File: config.mk
export PLATFORM = sky130hd
export DESIGN_NAME = mcs_regs
export DESIGN_NICKNAME = d
export VERILOG_FILES = /design/src/include/mcs_pkg.sv /design/src/hdl/mcs_pulse_timer.sv /design/src/hdl/mcs_regs.sv
export SDC_FILE = /design/constraint.sdc
export NUM_CORES = 1
export LEC_CHECK = 0
export ABC_AREA = 1
export ABC_CLOCK_PERIOD_IN_PS = 1900
export BUFFER_PORTS_ARGS = -buffer_cell sky130_fd_sc_hd__buf_2
export CAP_MARGIN = 30
export CELL_PAD_IN_SITES_DETAIL_PLACEMENT = 1
export CELL_PAD_IN_SITES_GLOBAL_PLACEMENT = 2
export CORE_ASPECT_RATIO = 0.6
export CORE_MARGIN = 3
export CORE_UTILIZATION = 28
export DETAILED_ROUTE_END_ITERATION = 6
export PLACE_DENSITY = 0.8
export SLEW_MARGIN = 20
export SYNTH_ARGS = -nofsm -noshare
export SYNTH_HDL_FRONTEND = slang
export SYNTH_SLANG_ARGS = --single-unit
File: constraint.sdc
create_clock -name sys_clk_i -period 1.9 [get_ports sys_clk_i]
set_input_delay 0.285 -clock sys_clk_i [delete_from_list [all_inputs] [get_ports sys_clk_i]]
set_output_delay 0.285 -clock sys_clk_i [all_outputs]
set_load 0.1 [all_outputs]
File: src/include/mcs_pkg.sv
// Constants and carrier types for the monitor configuration/status block
// Operation
// - Writing 1 to config bit 7 restores writable registers to defaults.
// - Config bit 6 at 1 drives the general output pin low.
// - Config bit 5 clears the intrusion latch, self-clears after 10 ms.
// - Config bit 4 at 1 gives an active-low reset pulse of 10 ms.
// - With 0x05 bits 7/6 = 1/0, reset bit clears after pulse ends.
// - Config bit 3 disables the alert output, status left unchanged.
// - Suppress bit halts temperature and voltage monitoring until cleared.
// - Config bit 2 selects alert level: 1 active high, 0 active low.
// - Alert output enabled only while config bit 1 is 1.
// - Config bit 0 runs all monitoring; 0 means shutdown.
// - Status one bit 7 sets on a low external alert input.
// - Status one bits 6..0 set on voltage channel limit violation.
// - Status two bit 5 sets when temperature passes shutdown limits.
// - Shutdown flag interrupt mode follows register 0x04 bit 7.
// - Status two bit 4 sets when intrusion input has gone high.
// - Status two bits 3 and 2 flag fan two and fan one.
// - Status two bit 1 flags a board temperature input interrupt.
// - Status two bit 0 sets when temperature passes its limits.
// - Temperature flag interrupt mode follows register 0x04 bit 6.
// - Fan flagged when measured period count exceeds programmed limit.
// - Mask bit at 1 keeps its status bit off the alert.
package mcs_pkg;

  // Register offsets
  localparam logic [7:0] CFG_OFFSET   = 8'h00;
  localparam logic [7:0] STAT1_OFFSET = 8'h01;
  localparam logic [7:0] STAT2_OFFSET = 8'h02;

  // Configuration fields
  localparam int CFG_RESTORE_BIT = 7;
  localparam int CFG_GPO_BIT     = 6;
  localparam int CFG_CHCLR_BIT   = 5;
  localparam int CFG_RSTP_BIT    = 4;
  localparam int CFG_SUPP_BIT    = 3;
  localparam int CFG_POL_BIT     = 2;
  localparam int CFG_EN_BIT      = 1;
  localparam int CFG_START_BIT   = 0;

  // Status fields
  localparam int STAT1_ALERT_IN_BIT = 7;
  localparam int STAT2_OVERTEMP_SHUTDOWN_FLAG       = 5;
  localparam int STAT2_INTR_BIT     = 4;
  localparam int STAT2_FAN2_BIT     = 3;
  localparam int STAT2_FAN1_BIT     = 2;
  localparam int STAT2_BTI_BIT      = 1;
  localparam int STAT2_TEMP_BIT     = 0;
  localparam int STAT2_USED_W       = 6;

  // Neighbour register fields (mask two, pin configuration)
  localparam int MASK2_OS_MODE_BIT   = 7;
  localparam int MASK2_TEMP_MODE_BIT = 6;
  localparam int PINCFG_HI_BIT       = 7;
  localparam int PINCFG_LO_BIT       = 6;

  // Values after reset
  localparam logic [7:0] CFG_RESET  = 8'h08;
  localparam logic [7:0] STAT_RESET = 8'h00;

  // Timing
  localparam int CLK_HZ        = 10_000_000;
  localparam int PULSE_TIME_MS = 10;
  localparam int PULSE_CYCLES  = (PULSE_TIME_MS * CLK_HZ + 999) / 1000;

  // Register access request from the serial interface engine
  typedef struct packed {
    logic       wr;
    logic       rd;
    logic [7:0] addr;
    logic [7:0] wdata;
  } mcs_reg_req_type;

  // Limit comparison results from the conversion engine
  typedef struct packed {
    logic       valid;
    logic [6:0] volt_out;
    logic       temp_out;
    logic       os_out;
  } mcs_limit_type;

endpackage

File: src/hdl/mcs_pulse_timer.sv
// Retriggerable fixed-length pulse timer
`timescale 1ns/1ps
module mcs_pulse_timer
  import mcs_pkg::*;
#(
  parameter int unsigned CYCLES = PULSE_CYCLES
) (
  // Clock and reset
  input  wire logic sys_clk_i,
  input  wire logic rst_i,
  // Control
  input  wire logic start_i,
  // Status
  output logic      busy_o,
  output logic      done_o
);

  localparam int CW = $clog2(CYCLES + 1);
  localparam logic [CW-1:0] LOAD = CW'(CYCLES);
  localparam logic [CW-1:0] ONE  = CW'(1);

  logic [CW-1:0] cnt_q;
  logic [CW-1:0] cnt_d;

  // Load on start, then count down to zero
  always_comb begin
    cnt_d = cnt_q;
    if (start_i) begin
      cnt_d = LOAD;
    end else if (cnt_q != '0) begin
      cnt_d = cnt_q - ONE;
    end
  end

  always_ff @(posedge sys_clk_i) begin
    if (rst_i) begin
      cnt_q <= '0;
    end else begin
      cnt_q <= cnt_d;
    end
  end

  assign busy_o = (cnt_q != '0);
  assign done_o = (cnt_q == ONE) && !start_i;

endmodule

File: src/hdl/mcs_regs.sv
// Configuration and limit-status registers of the hardware monitor
`timescale 1ns/1ps
module mcs_regs
  import mcs_pkg::*;
#(
  parameter int unsigned PULSE_LEN = PULSE_CYCLES,
  parameter int          FAN_W     = 8
) (
  // Clock and reset
  input  wire logic                 sys_clk_i,
  input  wire logic                 rst_i,
  // Register access from the serial engine
  input  wire mcs_reg_req_type      reg_req_i,
  output logic [7:0]                reg_rdata_o,
  // Neighbour registers held elsewhere
  input  wire logic [7:0]           mask_volt_i,
  input  wire logic [7:0]           mask_therm_i,
  input  wire logic [7:0]           pin_cfg_i,
  // Conversion and fan measurement results
  input  wire mcs_limit_type        limits_i,
  input  wire logic [1:0]           fan_valid_i,
  input  wire logic [1:0][FAN_W-1:0] fan_count_i,
  input  wire logic [1:0][FAN_W-1:0] fan_limit_i,
  // Device pins in
  input  wire logic                 alert_in_n_i,
  input  wire logic                 intrusion_input_i,
  input  wire logic                 board_temp_alert_n_i,
  // Device pins out
  output logic                      alert_o,
  output logic                      general_output_pin_o,
  output logic                      reset_out_n_o,
  // Control to the monitoring engines
  output logic                      volt_temp_run_o,
  output logic                      fan_run_o,
  output logic                      defaults_restore_o
);

  ////////////////////////////////////////////////////////////////////////////
  // Pin synchronisers

  logic [2:0] pin_meta_q;
  logic [2:0] pin_sync_q;
  logic [2:0] pin_raw;
  logic       alert_in_low;
  logic       intrusion_high;
  logic       bti_low;

  assign pin_raw = {board_temp_alert_n_i, intrusion_input_i, alert_in_n_i};

  // Two stages reset to idle levels, so no false latch follows reset
  always_ff @(posedge sys_clk_i) begin
    if (rst_i) begin
      pin_meta_q <= 3'h5;
      pin_sync_q <= 3'h5;
    end else begin
      pin_meta_q <= pin_raw;
      pin_sync_q <= pin_meta_q;
    end
  end

  assign alert_in_low   = !pin_sync_q[0];
  assign intrusion_high = pin_sync_q[1];
  assign bti_low        = !pin_sync_q[2];

  ////////////////////////////////////////////////////////////////////////////
  // Access decode

  logic wr_cfg;
  logic rd_stat1;
  logic rd_stat2;

  assign wr_cfg   = reg_req_i.wr && (reg_req_i.addr == CFG_OFFSET);
  assign rd_stat1 = reg_req_i.rd && (reg_req_i.addr == STAT1_OFFSET);
  assign rd_stat2 = reg_req_i.rd && (reg_req_i.addr == STAT2_OFFSET);

  ////////////////////////////////////////////////////////////////////////////
  // Timed pulses

  logic chclr_start;
  logic chclr_busy;
  logic chclr_done;
  logic rstp_start;
  logic rstp_busy;
  logic rstp_done;
  logic [7:0] cfg_q;

  assign chclr_start = wr_cfg && reg_req_i.wdata[CFG_CHCLR_BIT]
                       && !reg_req_i.wdata[CFG_RESTORE_BIT];

  // pulse start
  // A second request during a running pulse is ignored, not stretched
  assign rstp_start = wr_cfg && reg_req_i.wdata[CFG_RSTP_BIT]
                      && !reg_req_i.wdata[CFG_RESTORE_BIT] && !rstp_busy;

  mcs_pulse_timer #(
    .CYCLES (PULSE_LEN)
  ) u_chclr_timer (
    .sys_clk_i (sys_clk_i),
    .rst_i     (rst_i),
    .start_i   (chclr_start),
    .busy_o    (chclr_busy),
    .done_o    (chclr_done)
  );

  mcs_pulse_timer #(
    .CYCLES (PULSE_LEN)
  ) u_rstp_timer (
    .sys_clk_i (sys_clk_i),
    .rst_i     (rst_i),
    .start_i   (rstp_start),
    .busy_o    (rstp_busy),
    .done_o    (rstp_done)
  );

  ////////////////////////////////////////////////////////////////////////////
  // Configuration register

  logic [7:0] cfg_d;
  logic       restore_q;
  logic       restore_d;
  logic       auto_rstp_clr;

  assign auto_rstp_clr = pin_cfg_i[PINCFG_HI_BIT] && !pin_cfg_i[PINCFG_LO_BIT];

  always_comb begin
    cfg_d     = cfg_q;
    restore_d = 1'b0;
    if (wr_cfg) begin
      if (reg_req_i.wdata[CFG_RESTORE_BIT]) begin
        cfg_d     = CFG_RESET;
        restore_d = 1'b1;
      end else begin
        cfg_d = reg_req_i.wdata;
        // bit only set by a write
        cfg_d[CFG_CHCLR_BIT] = reg_req_i.wdata[CFG_CHCLR_BIT]
                               || cfg_q[CFG_CHCLR_BIT];
      end
    end
    if (chclr_done) begin
      cfg_d[CFG_CHCLR_BIT] = 1'b0;
    end
    // reset bit drops when pulse ends, only while auto_rstp_clr is set
    if (rstp_done && auto_rstp_clr && !rstp_start) begin
      cfg_d[CFG_RSTP_BIT] = 1'b0;
    end
  end

  always_ff @(posedge sys_clk_i) begin
    if (rst_i) begin
      cfg_q     <= CFG_RESET;
      restore_q <= 1'b0;
    end else begin
      cfg_q     <= cfg_d;
      restore_q <= restore_d;
    end
  end

  assign defaults_restore_o = restore_q;

  ////////////////////////////////////////////////////////////////////////////
  // Monitoring run control

  logic vt_run;
  logic fan_run;

  assign vt_run  = cfg_q[CFG_START_BIT] && !cfg_q[CFG_SUPP_BIT];
  assign fan_run = cfg_q[CFG_START_BIT];

  assign volt_temp_run_o = vt_run;
  assign fan_run_o       = fan_run;

  ////////////////////////////////////////////////////////////////////////////
  // Status register one

  logic [7:0] stat1_q;
  logic [7:0] stat1_d;

  // Read clears, and a set in the same cycle wins
  always_comb begin
    stat1_d = stat1_q;
    if (rd_stat1) begin
      stat1_d = STAT_RESET;
    end
    if (alert_in_low) begin
      stat1_d[STAT1_ALERT_IN_BIT] = 1'b1;
    end
    if (limits_i.valid && vt_run) begin
      stat1_d[6:0] = stat1_d[6:0] | limits_i.volt_out;
    end
  end

  always_ff @(posedge sys_clk_i) begin
    if (rst_i) begin
      stat1_q <= STAT_RESET;
    end else begin
      stat1_q <= stat1_d;
    end
  end

  ////////////////////////////////////////////////////////////////////////////
  // Status register two

  logic [STAT2_USED_W-1:0] stat2_q;
  logic [STAT2_USED_W-1:0] stat2_d;
  logic                    conv_ok;
  logic                    os_sticky;
  logic                    temp_sticky;
  logic [1:0]              fan_over;

  assign conv_ok     = limits_i.valid && vt_run;
  assign os_sticky   = mask_therm_i[MASK2_OS_MODE_BIT];
  assign temp_sticky = mask_therm_i[MASK2_TEMP_MODE_BIT];

  always_comb begin
    for (int i = 0; i < 2; i++) begin
      fan_over[i] = fan_valid_i[i] && fan_run
                    && (fan_count_i[i] > fan_limit_i[i]);
    end
  end

  always_comb begin
    stat2_d = stat2_q;
    if (rd_stat2) begin
      stat2_d[STAT2_FAN2_BIT] = 1'b0;
      stat2_d[STAT2_FAN1_BIT] = 1'b0;
      stat2_d[STAT2_BTI_BIT]  = 1'b0;
    end
    if (os_sticky) begin
      if (rd_stat2) begin
        stat2_d[STAT2_OVERTEMP_SHUTDOWN_FLAG] = 1'b0;
      end
      if (conv_ok && limits_i.os_out) begin
        stat2_d[STAT2_OVERTEMP_SHUTDOWN_FLAG] = 1'b1;
      end
    end else if (conv_ok) begin
      stat2_d[STAT2_OVERTEMP_SHUTDOWN_FLAG] = limits_i.os_out;
    end
    if (temp_sticky) begin
      if (rd_stat2) begin
        stat2_d[STAT2_TEMP_BIT] = 1'b0;
      end
      if (conv_ok && limits_i.temp_out) begin
        stat2_d[STAT2_TEMP_BIT] = 1'b1;
      end
    end else if (conv_ok) begin
      stat2_d[STAT2_TEMP_BIT] = limits_i.temp_out;
    end
    if (chclr_busy || chclr_start) begin
      stat2_d[STAT2_INTR_BIT] = 1'b0;
    end
    // intrusion latch set, wins over clear
    if (intrusion_high) begin
      stat2_d[STAT2_INTR_BIT] = 1'b1;
    end
    if (fan_over[1]) begin
      stat2_d[STAT2_FAN2_BIT] = 1'b1;
    end
    if (fan_over[0]) begin
      stat2_d[STAT2_FAN1_BIT] = 1'b1;
    end
    if (bti_low) begin
      stat2_d[STAT2_BTI_BIT] = 1'b1;
    end
  end

  always_ff @(posedge sys_clk_i) begin
    if (rst_i) begin
      stat2_q <= STAT_RESET[STAT2_USED_W-1:0];
    end else begin
      stat2_q <= stat2_d;
    end
  end

  ////////////////////////////////////////////////////////////////////////////
  // Read data

  logic [7:0] rdata_q;
  logic [7:0] rdata_d;
  logic [7:0] cfg_view;

  // Chassis-clear bit reads as set for the whole window
  always_comb begin
    cfg_view = cfg_q;
    cfg_view[CFG_CHCLR_BIT] = cfg_q[CFG_CHCLR_BIT] || chclr_busy;
  end

  // Unmapped offsets read zero; data holds between reads
  always_comb begin
    rdata_d = rdata_q;
    if (reg_req_i.rd) begin
      unique case (reg_req_i.addr)
        CFG_OFFSET:   rdata_d = cfg_view;
        STAT1_OFFSET: rdata_d = stat1_q;
        STAT2_OFFSET: rdata_d = {2'h0, stat2_q};
        default:      rdata_d = 8'h00;
      endcase
    end
  end

  always_ff @(posedge sys_clk_i) begin
    if (rst_i) begin
      rdata_q <= 8'h00;
    end else begin
      rdata_q <= rdata_d;
    end
  end

  assign reg_rdata_o = rdata_q;

  ////////////////////////////////////////////////////////////////////////////
  // Output pins

  logic pending;
  logic alert_act;
  logic alert_q;
  logic alert_d;
  logic gpo_q;
  logic gpo_d;
  logic rst_out_q;
  logic rst_out_d;

  assign pending = |(stat1_q & ~mask_volt_i)
                   || |(stat2_q & ~mask_therm_i[STAT2_USED_W-1:0]);

  assign alert_act = pending && cfg_q[CFG_EN_BIT] && !cfg_q[CFG_SUPP_BIT];

  always_comb begin
    alert_d   = cfg_q[CFG_POL_BIT] ? alert_act : !alert_act;
    gpo_d     = !cfg_q[CFG_GPO_BIT];
    rst_out_d = !rstp_busy;
  end

  // Registered so pins never glitch on mask or status changes
  always_ff @(posedge sys_clk_i) begin
    if (rst_i) begin
      alert_q   <= 1'b1;
      gpo_q     <= 1'b1;
      rst_out_q <= 1'b1;
    end else begin
      alert_q   <= alert_d;
      gpo_q     <= gpo_d;
      rst_out_q <= rst_out_d;
    end
  end

  assign alert_o              = alert_q;
  assign general_output_pin_o = gpo_q;
  assign reset_out_n_o        = rst_out_q;

endmodule

======== Word-level counts from Yosys, hierarchy flattened ========
Index checks and enable logic that the tools add are counted.
operators by class
  add/sub/neg operators ................... 2
  $lt $le $gt $ge ......................... 2
  equal/unequal tests ..................... 8
  muxes and demuxes ....................... 24
  bitwise logic cells ..................... 6
  reductions and logical operators ........ 54
operators by type and width
  cell                                                    count
  two-way mux 17 bit                                      4
  equality test 17 x 1 -> 1 bit (second input constant)   2
  nonzero test 17 bit                                     2
  subtractor 17 x 1 -> 17 bit (second input constant)     2
  one-hot mux 8 bit (3 select lines)                      1
  logical AND 1 bit                                       23
  greater-than comparator 8 bit                           2
  two-way mux 1 bit                                       15
  two-way mux 7 bit                                       2
  nonzero test 2 bit                                      7
  OR reduction 2 bit                                      5
  AND 8 bit                                               1
  equality test 8 x 1 -> 1 bit (second input constant)    1
  equality test 8 x 2 -> 1 bit (second input constant)    1
  zero test 1 bit                                         8
  zero test 8 bit                                         1
  two-way mux 8 bit                                       1
  NOT 8 bit                                               1
  OR reduction 8 bit                                      1
  bitwise OR 7 bit                                        1
  AND 6 bit                                               1
  inequality test 3 x 1 -> 1 bit (second input constant)  2
  NOT 6 bit                                               1
  OR reduction 6 bit                                      1
  other kinds (5)                                         10
word-level totals
  flip-flop bits (word level) ............. 74
  output and inout port bits .............. 14
  word-level logic and storage cells ...... 118

======== Depth between registers and ports, before layout ========
Gate-level depths: netlist of the first run.
  depth after elaboration ................. 10
  gate-level depth with buffers ........... 11

======== Hierarchy ========
From an unflattened synthesis of the first run, not the netlist that was laid out.
second synthesis, totals
  cell total of the unflattened synthesis .. 613
  area, all modules ....................... 4132.7 um^2
by module, submodules not included
  module           times used  cells each  area each (um^2)  seq. area each (um^2)
  mcs_regs         1           337         2253.4            780.7
  mcs_pulse_timer  2           138         939.7             340.3

======== Worst setup path before layout of the first run ========
No wires, ideal clock.
  path type ............................... register -> output
  from .................................... register cfg_q[0]
  to ...................................... output port volt_temp_run_o
  arrival ................................. 2440 ps
  required time ........................... 1615 ps
  path slack .............................. -825 ps
  stages on the path, launching flop included .. 3
  path buffers ............................ 0
  cell sequence ........................... dfxtp_1 -> inv_1 -> nor2_1
on the way
  word-level cells in the longest chain between the ends .. 1
RTL lines
  element                 RTL line         source
  from (decl)             mcs_regs.sv:85   logic [7:0] cfg_q;
  from (signal assigned)  mcs_regs.sv:153  cfg_q <= cfg_d;
  logical AND 1 bit       mcs_regs.sv:166  assign vt_run = cfg_q[CFG_START_BIT] && !cfg_q[CFG_SUPP_BIT];
  to (decl)               mcs_regs.sv:33   output logic volt_temp_run_o,
No other way between the ends.

======== Final worst setup path of the first run ========
  from .................................... register u_rstp_timer.cnt_q[0]
  to ...................................... register u_rstp_timer.cnt_q[14]
on the way
  word-level cells in the longest chain between the ends .. 4
  elaborated cells between the ends (all ways) .. 5
  those cells by class .................... 1 x add/sub; 4 x reduce/logical
RTL lines
  element                                                                              RTL line               source
  from (decl)                                                                          mcs_pulse_timer.sv:22  logic [CW-1:0] cnt_q;
  from (signal assigned)                                                               mcs_pulse_timer.sv:39  cnt_q <= cnt_d;
  parallel branches: the longest is 4 deep, another holds subtractor 17 x 1 -> 17 bit  --
Parallel ways; which one is timed is not known.
A chain may end at the register's enable or synchronous reset.

==> out/metrics.csv, run 1 <==
stage;metric;value;unit
run_status;status;finished, final reports clean;
power;leakage;2.48;nW
floorplan;io-pin-count;105;
global_route;grt_max_degree;31;
placed_design;place_hpwl;10900;microns
placed_design;io_buffers;98;
route;drc;0;
power;ir_worst_vdd;595;uV
logic_synthesis;synth_top_area_share;36.3;%
sta;worstMarginPinSlew;0.541;ns
route;routed_via_density;4.50;
route;routed_wl;13400;microns
worst_setup_path;crit_arrival;1.94;ns
route;wire_per_inst;14.8;microns
logic_synthesis;netlist_area;0.00403;sq mm
clock_network;htree_num_levels;3;
floorplan;rows;33;
global_route;antenna_found_initial;0;
route;postRouteAntennaNets;0;
clock_network;cts_buffers;9;
clock_network;cts-resized-gates;0;
logic_synthesis;synth_seq_cells;73;
worst_setup_path;r2r_slack;0.18;ns
sta;min_period_over_period;90.7;%
worst_setup_path;end_kind;register;
route;drt_iter0_drc;163;
final_layout;diodes;0;
floorplan;fp.dieArea;0.0159;sq mm
clock_network;cts_root_buf;clkbuf_16;
logic_synthesis;synth.most_common_cell;nand2_1;
final_layout;fill_cells;1840;
power;powerDensity;1230;mW/mm^2
clock_network;clockBufferDepth;2;
placed_design;gp_congestion;0.802;
clock_network;clk_pin_slew;0.06;ns
run;maxCapViolCount;0;
power;total_power;6.24;mW
worst_setup_path;reg2reg_depth;9;
logic_synthesis;yosys-top-cells-count;nand2_1, nor2_1, inv_1;
logic_synthesis;synth_edf_count;0;
sta;final_hold_viol_count;0;
clock_network;clkLatencyLatePin;0.33;ns
hold_path;min_to;pin_meta_q[0];
worst_setup_path;worstReg2RegEnd;u_rstp_timer.cnt_q[14];
hold_path;min_from;alert_in_n_i;
final_layout;nNetsFinal;822;
sta;setup_viol_count_final;0;
worst_setup_path;reg2reg_from;u_rstp_timer.cnt_q[0];
floorplan;die_h;98.9;microns
clock_network;cts_tree;done;
logic_synthesis;ys.flop_type;dfxtp_1;
global_route;grt_pass1_wl;21600;microns
worst_setup_path;critPathMaxFanout;4;
hold_path;holdCritPathClass;input port to register;
clock_network;numClockSinks;73;
route;vias;4074;
floorplan;fp.coreArea;0.0139;sq mm
logic_synthesis;synthDistinctLibCells;33;
sta;relSlewSlack;63.5;%
logic_synthesis;yosys-top-cells-area;dfxtp_1, nand2_1, nor2_1;
logic_synthesis;yosysWarnings;0;
sta;drv_slew;0;
route;dr.pass1.iters;4;
sta;fin_skew;0.00591;ns
clock_network;postCtsHoldBufs;0;
final_layout;area_growth;26.4;%
logic_synthesis;syn_nets;713;
logic_synthesis;synth_cells;600;
floorplan;initial_core_util;29.0;%
sta;max_freq;580;MHz
worst_setup_path;startpoint_type;register;
logic_synthesis;synth-seq-area-share;36.3;%
worst_setup_path;worstSetupPathType;register to register;
floorplan;die_w;161;microns
final_layout;final_layout_size_suffix_gt1_share;21.0;%
global_route;grtUsageTotal;17.1;%
logic_synthesis;synth_top_area_cell;dfxtp_1;
sta;finalCriticalPeriod;1.72;ns
global_route;gr-total-overflow;0;
sta;rsz0062_at_grt;false;
clock_network;cts_setup_buffers;0;
final_layout;fin_util;36.7;%
sta;tns;0;ns
global_route;first_global_vias;4161;
logic_synthesis;postSynthAreaPerCell;6.71;sq um
logic_synthesis;async_reset_ff_share;0;%
hold_path;hold_depth;2;
worst_setup_path;crit_required;2.12;ns
[how the worst max path moves through the flow]
stage	startpoint	endpoint	cells after the start
2_1_floorplan	cfg_q[0]	stat2_q[5]	6
3_3_place_gp	reg_req_i[11]	stat2_q[4]	9
3_5_place_dp	reg_req_i[11]	u_chclr_timer.cnt_q[1]	9
4_1_cts	u_rstp_timer.cnt_q[0]	u_rstp_timer.cnt_q[14]	9
5_1_grt	u_rstp_timer.cnt_q[0]	u_rstp_timer.cnt_q[14]	9
6_report	u_rstp_timer.cnt_q[0]	u_rstp_timer.cnt_q[14]	9
[worst max-delay path, cell delays in order, from the launching register on]
cell     delay (ns)
dfxtp_1        0.33
inv_1          0.14
ha_1           0.24
nand2_1        0.14
nor2_1         0.19
nand2_1        0.12
nor2_1         0.10
nand2_1        0.08
xor2_1         0.19
nor2_1         0.06
[through the flow]
step	worst slack, ns	std cells	hold slack (ns)	instance area (sq um)
after floorplan	0.173	600	0.381	4030
final	0.177	906	0.130	5090
after global placement	0.219	890	0.393	4790
after global routing	0.00809	906	0.119	5090
after CTS	0.157	906	0.116	5090
after detailed placement	0.171	890	0.403	4790
[kinds of logic (layout without fill, tap and decap cells)]
logic type               count (synthesis)  in the layout  share of synthesized area [%]
AND/OR/NAND/NOR                        317            317                           33.6
buffers and inverters                   95            209                           9.36
flip-flops                              73             73                           36.3
AO/OA/AOI/OAI                           72             72                           9.29
adder cells (fa/ha/maj)                 22             22                           6.84
XOR/XNOR                                21             21                           4.57
[cell type report]
class                      instances  area [sq um]  area share [%]
sequential                        73          1460            28.8
timing repair buffer             110           581            11.4
inverter                          83           312            6.12
tap                              192           240            4.72
clock inverter                     6          68.8            1.35
clock buffer                      10           229            4.50
multi-input combinational        432          2190            43.1
[routing by layer]
layer	track usage (%)	wire length, microns	part of all wire (%)	up-vias
li1	-	-	-	2094
met1	25.8	7180	54	1908
met2	25.3	5530	41	61
met3	3.53	594	4.4	11
met4	2.78	67	0.50	0
met5	0	0	0	-
[flip-flops by register name, indices dropped and copies added, names as in the netlist]
name / flops
alert_o: 1
cfg_q: 7
defaults_restore_o: 1
general_output_pin_o: 1
pin_meta_q: 3
pin_sync_q: 3
reg_rdata_o: 8
reset_out_n_o: 1
stat1_q: 8
stat2_q: 6
u_chclr_timer.cnt_q: 17
u_rstp_timer.cnt_q: 17
[power by group]
group / switching (mW) / internal, mW / total (mW)
clock network: 0.683 / 1.02 / 1.70
registers: 0.220 / 1.78 / 2.00
logic: 1.55 / 0.986 / 2.54
total: 2.45 / 3.79 / 6.24
[cell usage in the layout, fill, tap and decap left out, drive strengths merged]
master,instances
clkinv,3
and2,1
nand3,39
nor2,93
xnor2,7
or2,8
nand2,161
dfxtp,73
bufinv,1
ha,22
o22ai,4
nand4,6
xor2,14
o21a,1
o21ai,17
nor3,5
nor3b,1
nand3b,3
a21oi,49
clkbuf,10
clkinvlp,4
buf,110
inv,81
a21boi,1
(Power assumes the default switching activity.)
==> inputs of run 2 (changes only) <==
--- a/config.mk
+++ b/config.mk
@@ -7,7 +7,7 @@
 export LEC_CHECK = 0
 export ABC_AREA = 1
 export ABC_CLOCK_PERIOD_IN_PS = 1900
-export BUFFER_PORTS_ARGS = -buffer_cell sky130_fd_sc_hd__buf_2
+export BUFFER_PORTS_ARGS = -buffer_cell sky130_fd_sc_hd__clkbuf_2
 export CAP_MARGIN = 30
 export CELL_PAD_IN_SITES_DETAIL_PLACEMENT = 1
 export CELL_PAD_IN_SITES_GLOBAL_PLACEMENT = 2
==> out/metrics.csv, run 2 (same netlist as run 1, synthesis figures left out) <==
stage;metric;value;unit
clock_network;clkLatencyLatePin;0.33;ns
route;routed_wl;13300;microns
global_route;grt_max_degree;41;
sta;finalCriticalPeriod;1.65;ns
final_layout;reg.largest.list;u_chclr_timer.cnt_q x17, u_rstp_timer.cnt_q x17;
route;dr.pass1.iters;4;
sta;relSlewSlack;62.7;%
clock_network;numClockSinks;73;
power;ir_worst_vdd;572;uV
run;maxCapViolCount;0;
floorplan;die_h;98.9;microns
hold_path;min_from;alert_in_n_i;
worst_setup_path;crit_arrival;1.91;ns
sta;fin_skew;0.00710;ns
placed_design;gp_congestion;0.798;
route;routed_via_density;4.51;
run_status;status;finished, final reports clean;
clock_network;clk_pin_slew;0.06;ns
sta;rsz0062_at_grt;false;
clock_network;cts_setup_buffers;0;
power;leakage;2.52;nW
global_route;gr-total-overflow;0;
global_route;gr-usage-met3;3.70;%
global_route;first_global_vias;4277;
worst_setup_path;end_kind;register;
worst_setup_path;startpoint_type;register;
placed_design;io_buffers;98;
final_layout;nNetsFinal;823;
worst_setup_path;crit_required;2.16;ns
clock_network;cts_root_buf;clkbuf_16;
global_route;antenna_found_initial;0;
final_layout;fin_util;36.9;%
worst_setup_path;worstReg2RegEnd;u_chclr_timer.cnt_q[12];
clock_network;htree_num_levels;3;
hold_path;min_to;pin_meta_q[0];
route;drt_iter0_drc;191;
global_route;grt_pass1_wl;21900;microns
placed_design;place_hpwl;11000;microns
sta;holdWs;0.131;ns
global_route;grt_busiest_layer;met2;
hold_path;hold_depth;2;
route;vias;4090;
final_layout;area_growth;27.1;%
worst_setup_path;worstSetupPathType;register to register;
power;total_power;6.39;mW
global_route;grtUsageTotal;17.4;%
clock_network;cts-resized-gates;0;
route;drc;0;
sta;tns;0;ns
final_layout;layout_common_cells;nand2_1, clkbuf_2, nor2_1, inv_1, dfxtp_1;
sta;drv_slew;0;
hold_path;holdCritPathClass;input port to register;
clock_network;cts_buffers;9;
power;powerDensity;1250;mW/mm^2
worst_setup_path;critPathMaxFanout;7;
clock_network;cts_tree;done;
floorplan;rows;33;
worst_setup_path;crit_start;u_chclr_timer.cnt_q[0];
sta;setup_viol_count_final;0;
sta;max_freq;607;MHz
worst_setup_path;r2r_slack;0.25;ns
final_layout;final_layout_size_suffix_gt1_share;21.1;%
worst_setup_path;reg2reg_from;u_chclr_timer.cnt_q[0];
final_layout;final_common_cell;nand2_1;
worst_setup_path;reg2reg_depth;7;
floorplan;die_w;161;microns
global_route;grtUsageMet2;26.1;%
clock_network;postCtsHoldBufs;0;
floorplan;fp.dieArea;0.0159;sq mm
clock_network;clockBufferDepth;2;
sta;worstMarginPinSlew;0.562;ns
placed_design;dp.cells;891;
sta;final_hold_viol_count;0;
floorplan;io-pin-count;105;
route;postRouteAntennaNets;0;
floorplan;fp.coreArea;0.0139;sq mm
final_layout;diodes;0;
global_route;use_met1;25.5;%
route;wire_per_inst;14.7;microns
final_layout;final_cells;906;
floorplan;initial_core_util;29.0;%
sta;min_period_over_period;86.7;%
run 2: cell count changes in the layout (fill, tap and decap cells not counted), sizes merged:
cell and change:
buf -97, clkbuf +98, bufinv +1, clkinvlp -2
run 2: power breakdown:
part           internal, mW  switching, mW  total, mW
combinational         0.989           1.58       2.57
sequential             1.78          0.209       1.99
clock                  1.18          0.657       1.83
total                  3.95           2.45       6.39
run 2: routing by layer:
| metal | share of wire (%) | up-vias |
|---|---|---|
| met2 | 42 | 55 |
| li1 | - | 2103 |
| met4 | 0.38 | 0 |
| met5 | 0 | - |
| met3 | 4.0 | 4 |
| met1 | 53 | 1928 |
run 2: how the worst max path moves through the flow:
stage,endpoint,slack [ns],cells after the start
6_report,u_chclr_timer.cnt_q[12],0.25,7
5_1_grt,u_chclr_timer.cnt_q[12],0.06,7
4_1_cts,volt_temp_run_o,0.23,3
3_5_place_dp,u_chclr_timer.cnt_q[12],0.16,9
3_3_place_gp,stat2_q[4],0.23,9
2_1_floorplan,stat2_q[5],0.17,6
run 2: area by class of cell:
type	instances	area, sq um
inverter	83	312
clock inverter	5	80.1
fill	1842	8760
sequential	73	1460
tap	192	240
clock buffer	10	239
multi-input combinational	432	2190
timing repair buffer	111	588
run 2: metrics by stage:
stage | setup slack, ns | instance area [sq um]
after global placement | 0.227 | 4800
final | 0.253 | 5120
after CTS | 0.227 | 5120
after detailed placement | 0.160 | 4800
after floorplan | 0.173 | 4030
after global routing | 0.0574 | 5120
run 2: worst max-delay path: stages, from the launching register on:
cell and delay (ns):
dfxtp_1 0.32, inv_1 0.20, ha_1 0.28, nand2_1 0.17
nor3_1 0.28, xor2_1 0.18, nand2_1 0.06, nor2_1 0.08
==> inputs of run 3 (changes only) <==
--- a/config.mk
+++ b/config.mk
@@ -7,15 +7,15 @@
 export LEC_CHECK = 0
 export ABC_AREA = 1
 export ABC_CLOCK_PERIOD_IN_PS = 1900
-export BUFFER_PORTS_ARGS = -buffer_cell sky130_fd_sc_hd__clkbuf_2
 export CAP_MARGIN = 30
 export CELL_PAD_IN_SITES_DETAIL_PLACEMENT = 1
 export CELL_PAD_IN_SITES_GLOBAL_PLACEMENT = 2
 export CORE_ASPECT_RATIO = 0.6
 export CORE_MARGIN = 3
-export CORE_UTILIZATION = 28
+export CORE_UTILIZATION = 34
 export DETAILED_ROUTE_END_ITERATION = 6
-export PLACE_DENSITY = 0.8
+export DONT_BUFFER_PORTS = 1
+export PLACE_DENSITY = 0.81
 export SLEW_MARGIN = 20
 export SYNTH_ARGS = -nofsm -noshare
 export SYNTH_HDL_FRONTEND = slang
==> out/metrics.csv, run 3 (same netlist as run 1, synthesis figures left out) <==
stage;metric;value;unit
route;dr.pass1.iters;4;
sta;worstMarginPinSlew;0.436;ns
placed_design;gp_congestion;0.841;
worst_setup_path;crit_required;2.12;ns
final_layout;fill_cells;1496;
sta;min_period_over_period;89.7;%
global_route;grt_pass1_wl;19500;microns
clock_network;htree_num_levels;3;
sta;fin_skew;0.00754;ns
placed_design;place_hpwl;9360;microns
final_layout;final_area;0.00472;sq mm
sta;holdWs;0.0189;ns
route;drc;0;
global_route;gr-usage-met3;4.21;%
power;powerDensity;1330;mW/mm^2
clock_network;clk_pin_slew;0.06;ns
sta;drv_slew;0;
route;wire_per_inst;15.0;microns
sta;relSlewSlack;70.8;%
route;drt_iter0_drc;193;
route;postRouteAntennaNets;0;
clock_network;cts_setup_buffers;0;
sta;tns;0;ns
floorplan;rows;30;
worst_setup_path;cp_common_cell;nor2_1;
sta;final_hold_viol_count;0;
sta;max_freq;587;MHz
run_status;status;finished, final reports clean;
global_route;grtUsageMet2;27.5;%
floorplan;die_h;90.3;microns
clock_network;clkLatencyLatePin;0.34;ns
power;total_power;6.30;mW
sta;finalCriticalPeriod;1.70;ns
final_layout;multi_input_comb_area;0.00220;sq mm
worst_setup_path;critPathMaxFanout;11;
power;ir_worst_vdd;570;uV
final_layout;reg.largest.list;u_chclr_timer.cnt_q x17, u_rstp_timer.cnt_q x17;
worst_setup_path;startpoint_type;register;
global_route;gr-total-overflow;0;
floorplan;initial_core_util;35.3;%
power;leakage;2.19;nW
hold_path;holdCritPathClass;input port to register;
worst_setup_path;crit_arrival;1.93;ns
final_layout;final_common_cell;nand2_1;
worst_setup_path;crit_path_cell_trace;inv_1 -> ha_1 -> nand2_1 -> nor2_1 -> nand3_1 -> inv_2 -> nand3_2 -> nand2_4 -> nor2_1;
route;vias;3876;
worst_setup_path;crit_path_max_incr_delay;0.33;ns
final_layout;layout_common_cells;nand2_1, nor2_1, inv_1, dfxtp_1, a21oi_1;
worst_setup_path;r2r_slack;0.20;ns
placed_design;post_dp_cell_area;0.00436;sq mm
clock_network;cts_tree;done;
final_layout;area_growth;17.3;%
global_route;grtUsageTotal;18.3;%
floorplan;fp.dieArea;0.0132;sq mm
sta;setup_viol_count_final;0;
floorplan;io-pin-count;105;
final_layout;final_layout_size_suffix_gt1_share;10.5;%
route;routed_wl;11800;microns
clock_network;numClockSinks;73;
worst_setup_path;end_kind;register;
placed_design;io_buffers;0;
clock_network;cts_root_buf;clkbuf_16;
final_layout;diodes;0;
sta;rsz0062_at_grt;false;
clock_network;clockBufferDepth;2;
worst_setup_path;slowest_stage;dfxtp_1;
clock_network;cts_buffers;9;
route;routed_via_density;4.90;
floorplan;fp.coreArea;0.0114;sq mm
global_route;use_met1;26.2;%
global_route;first_global_vias;3831;
run;maxCapViolCount;0;
final_layout;regArea;0.00146;sq mm
floorplan;die_w;146;microns
final_layout;nNetsFinal;739;
worst_setup_path;worstSetupPathType;register to register;
global_route;grt_busiest_layer;met2;
global_route;antenna_found_initial;0;
global_route;grt_max_degree;39;
-- run 3: cell types whose count changed in the layout (fill, tap and decap cells not counted), moves of 2 or more --
| cell | previous run | this run |
|---|---|---|
| clkbuf_2 | 98 | 0 |
| dlygate4sd3_1 | 0 | 3 |
| clkinv_4 | 0 | 2 |
| buf_4 | 13 | 23 |
-- run 3: per-layer routing --
metal  vias to the layer above  routed length [microns]
li1                       1931                        -
met1                      1844                     6030
met2                        88                     5090
met3                        13                      574
met4                         0                      136
met5                         -                        0
-- run 3: stage by stage --
stage	util, %	cells	worst slack, ns
after global routing	41.4	791	0.0527
after global placement	38.2	772	0.243
after floorplan	-	600	0.173
after detailed placement	38.2	772	0.146
after CTS	41.1	789	0.137
final	41.4	791	0.196
-- run 3: cell type report --
cell class | instances | area share (%)
Timing Repair Buffer | 27 | 4.72
Multi-Input combinational cell | 432 | 46.7
Clock inverter | 7 | 2.01
Tap cell | 160 | 4.24
Inverter | 83 | 6.60
Sequential cell | 73 | 31.0
Clock buffer | 9 | 4.77
-- run 3: final timing paths --
kind	from	end	cells past startpoint
max	u_rstp_timer.cnt_q[0]	u_rstp_timer.cnt_q[8]	9
min	rst_i	pin_meta_q[1]	1
max reg2reg	u_rstp_timer.cnt_q[0]	u_rstp_timer.cnt_q[8]	9
min reg2reg	pin_meta_q[1]	pin_sync_q[1]	2
-- run 3: power by group --
part	total (mW)	leakage (nW)	internal (mW)	switching (mW)
combinational	2.48	1.43	0.940	1.54
sequential	1.99	0.596	1.78	0.209
clock	1.82	0.155	1.15	0.674
total	6.30	2.19	3.87	2.42
-- run 3: what timing repair did --
| action | in CTS | in global routing |
|---|---|---|
| hold buffers | 1 | 2 |
| endpoints found under the hold margin | 4 | 2 |
| resized for setup | 0 | 2 |
| endpoints found under the setup margin | 0 | 11 |
-- run 3: worst max-delay path, delay by kind of cell, from the launching register on --
family	cells	cell delay, ns
fa+ha+maj	1	0.19
buf+inv	2	0.23
flops	1	0.33
simple gates	6	0.84
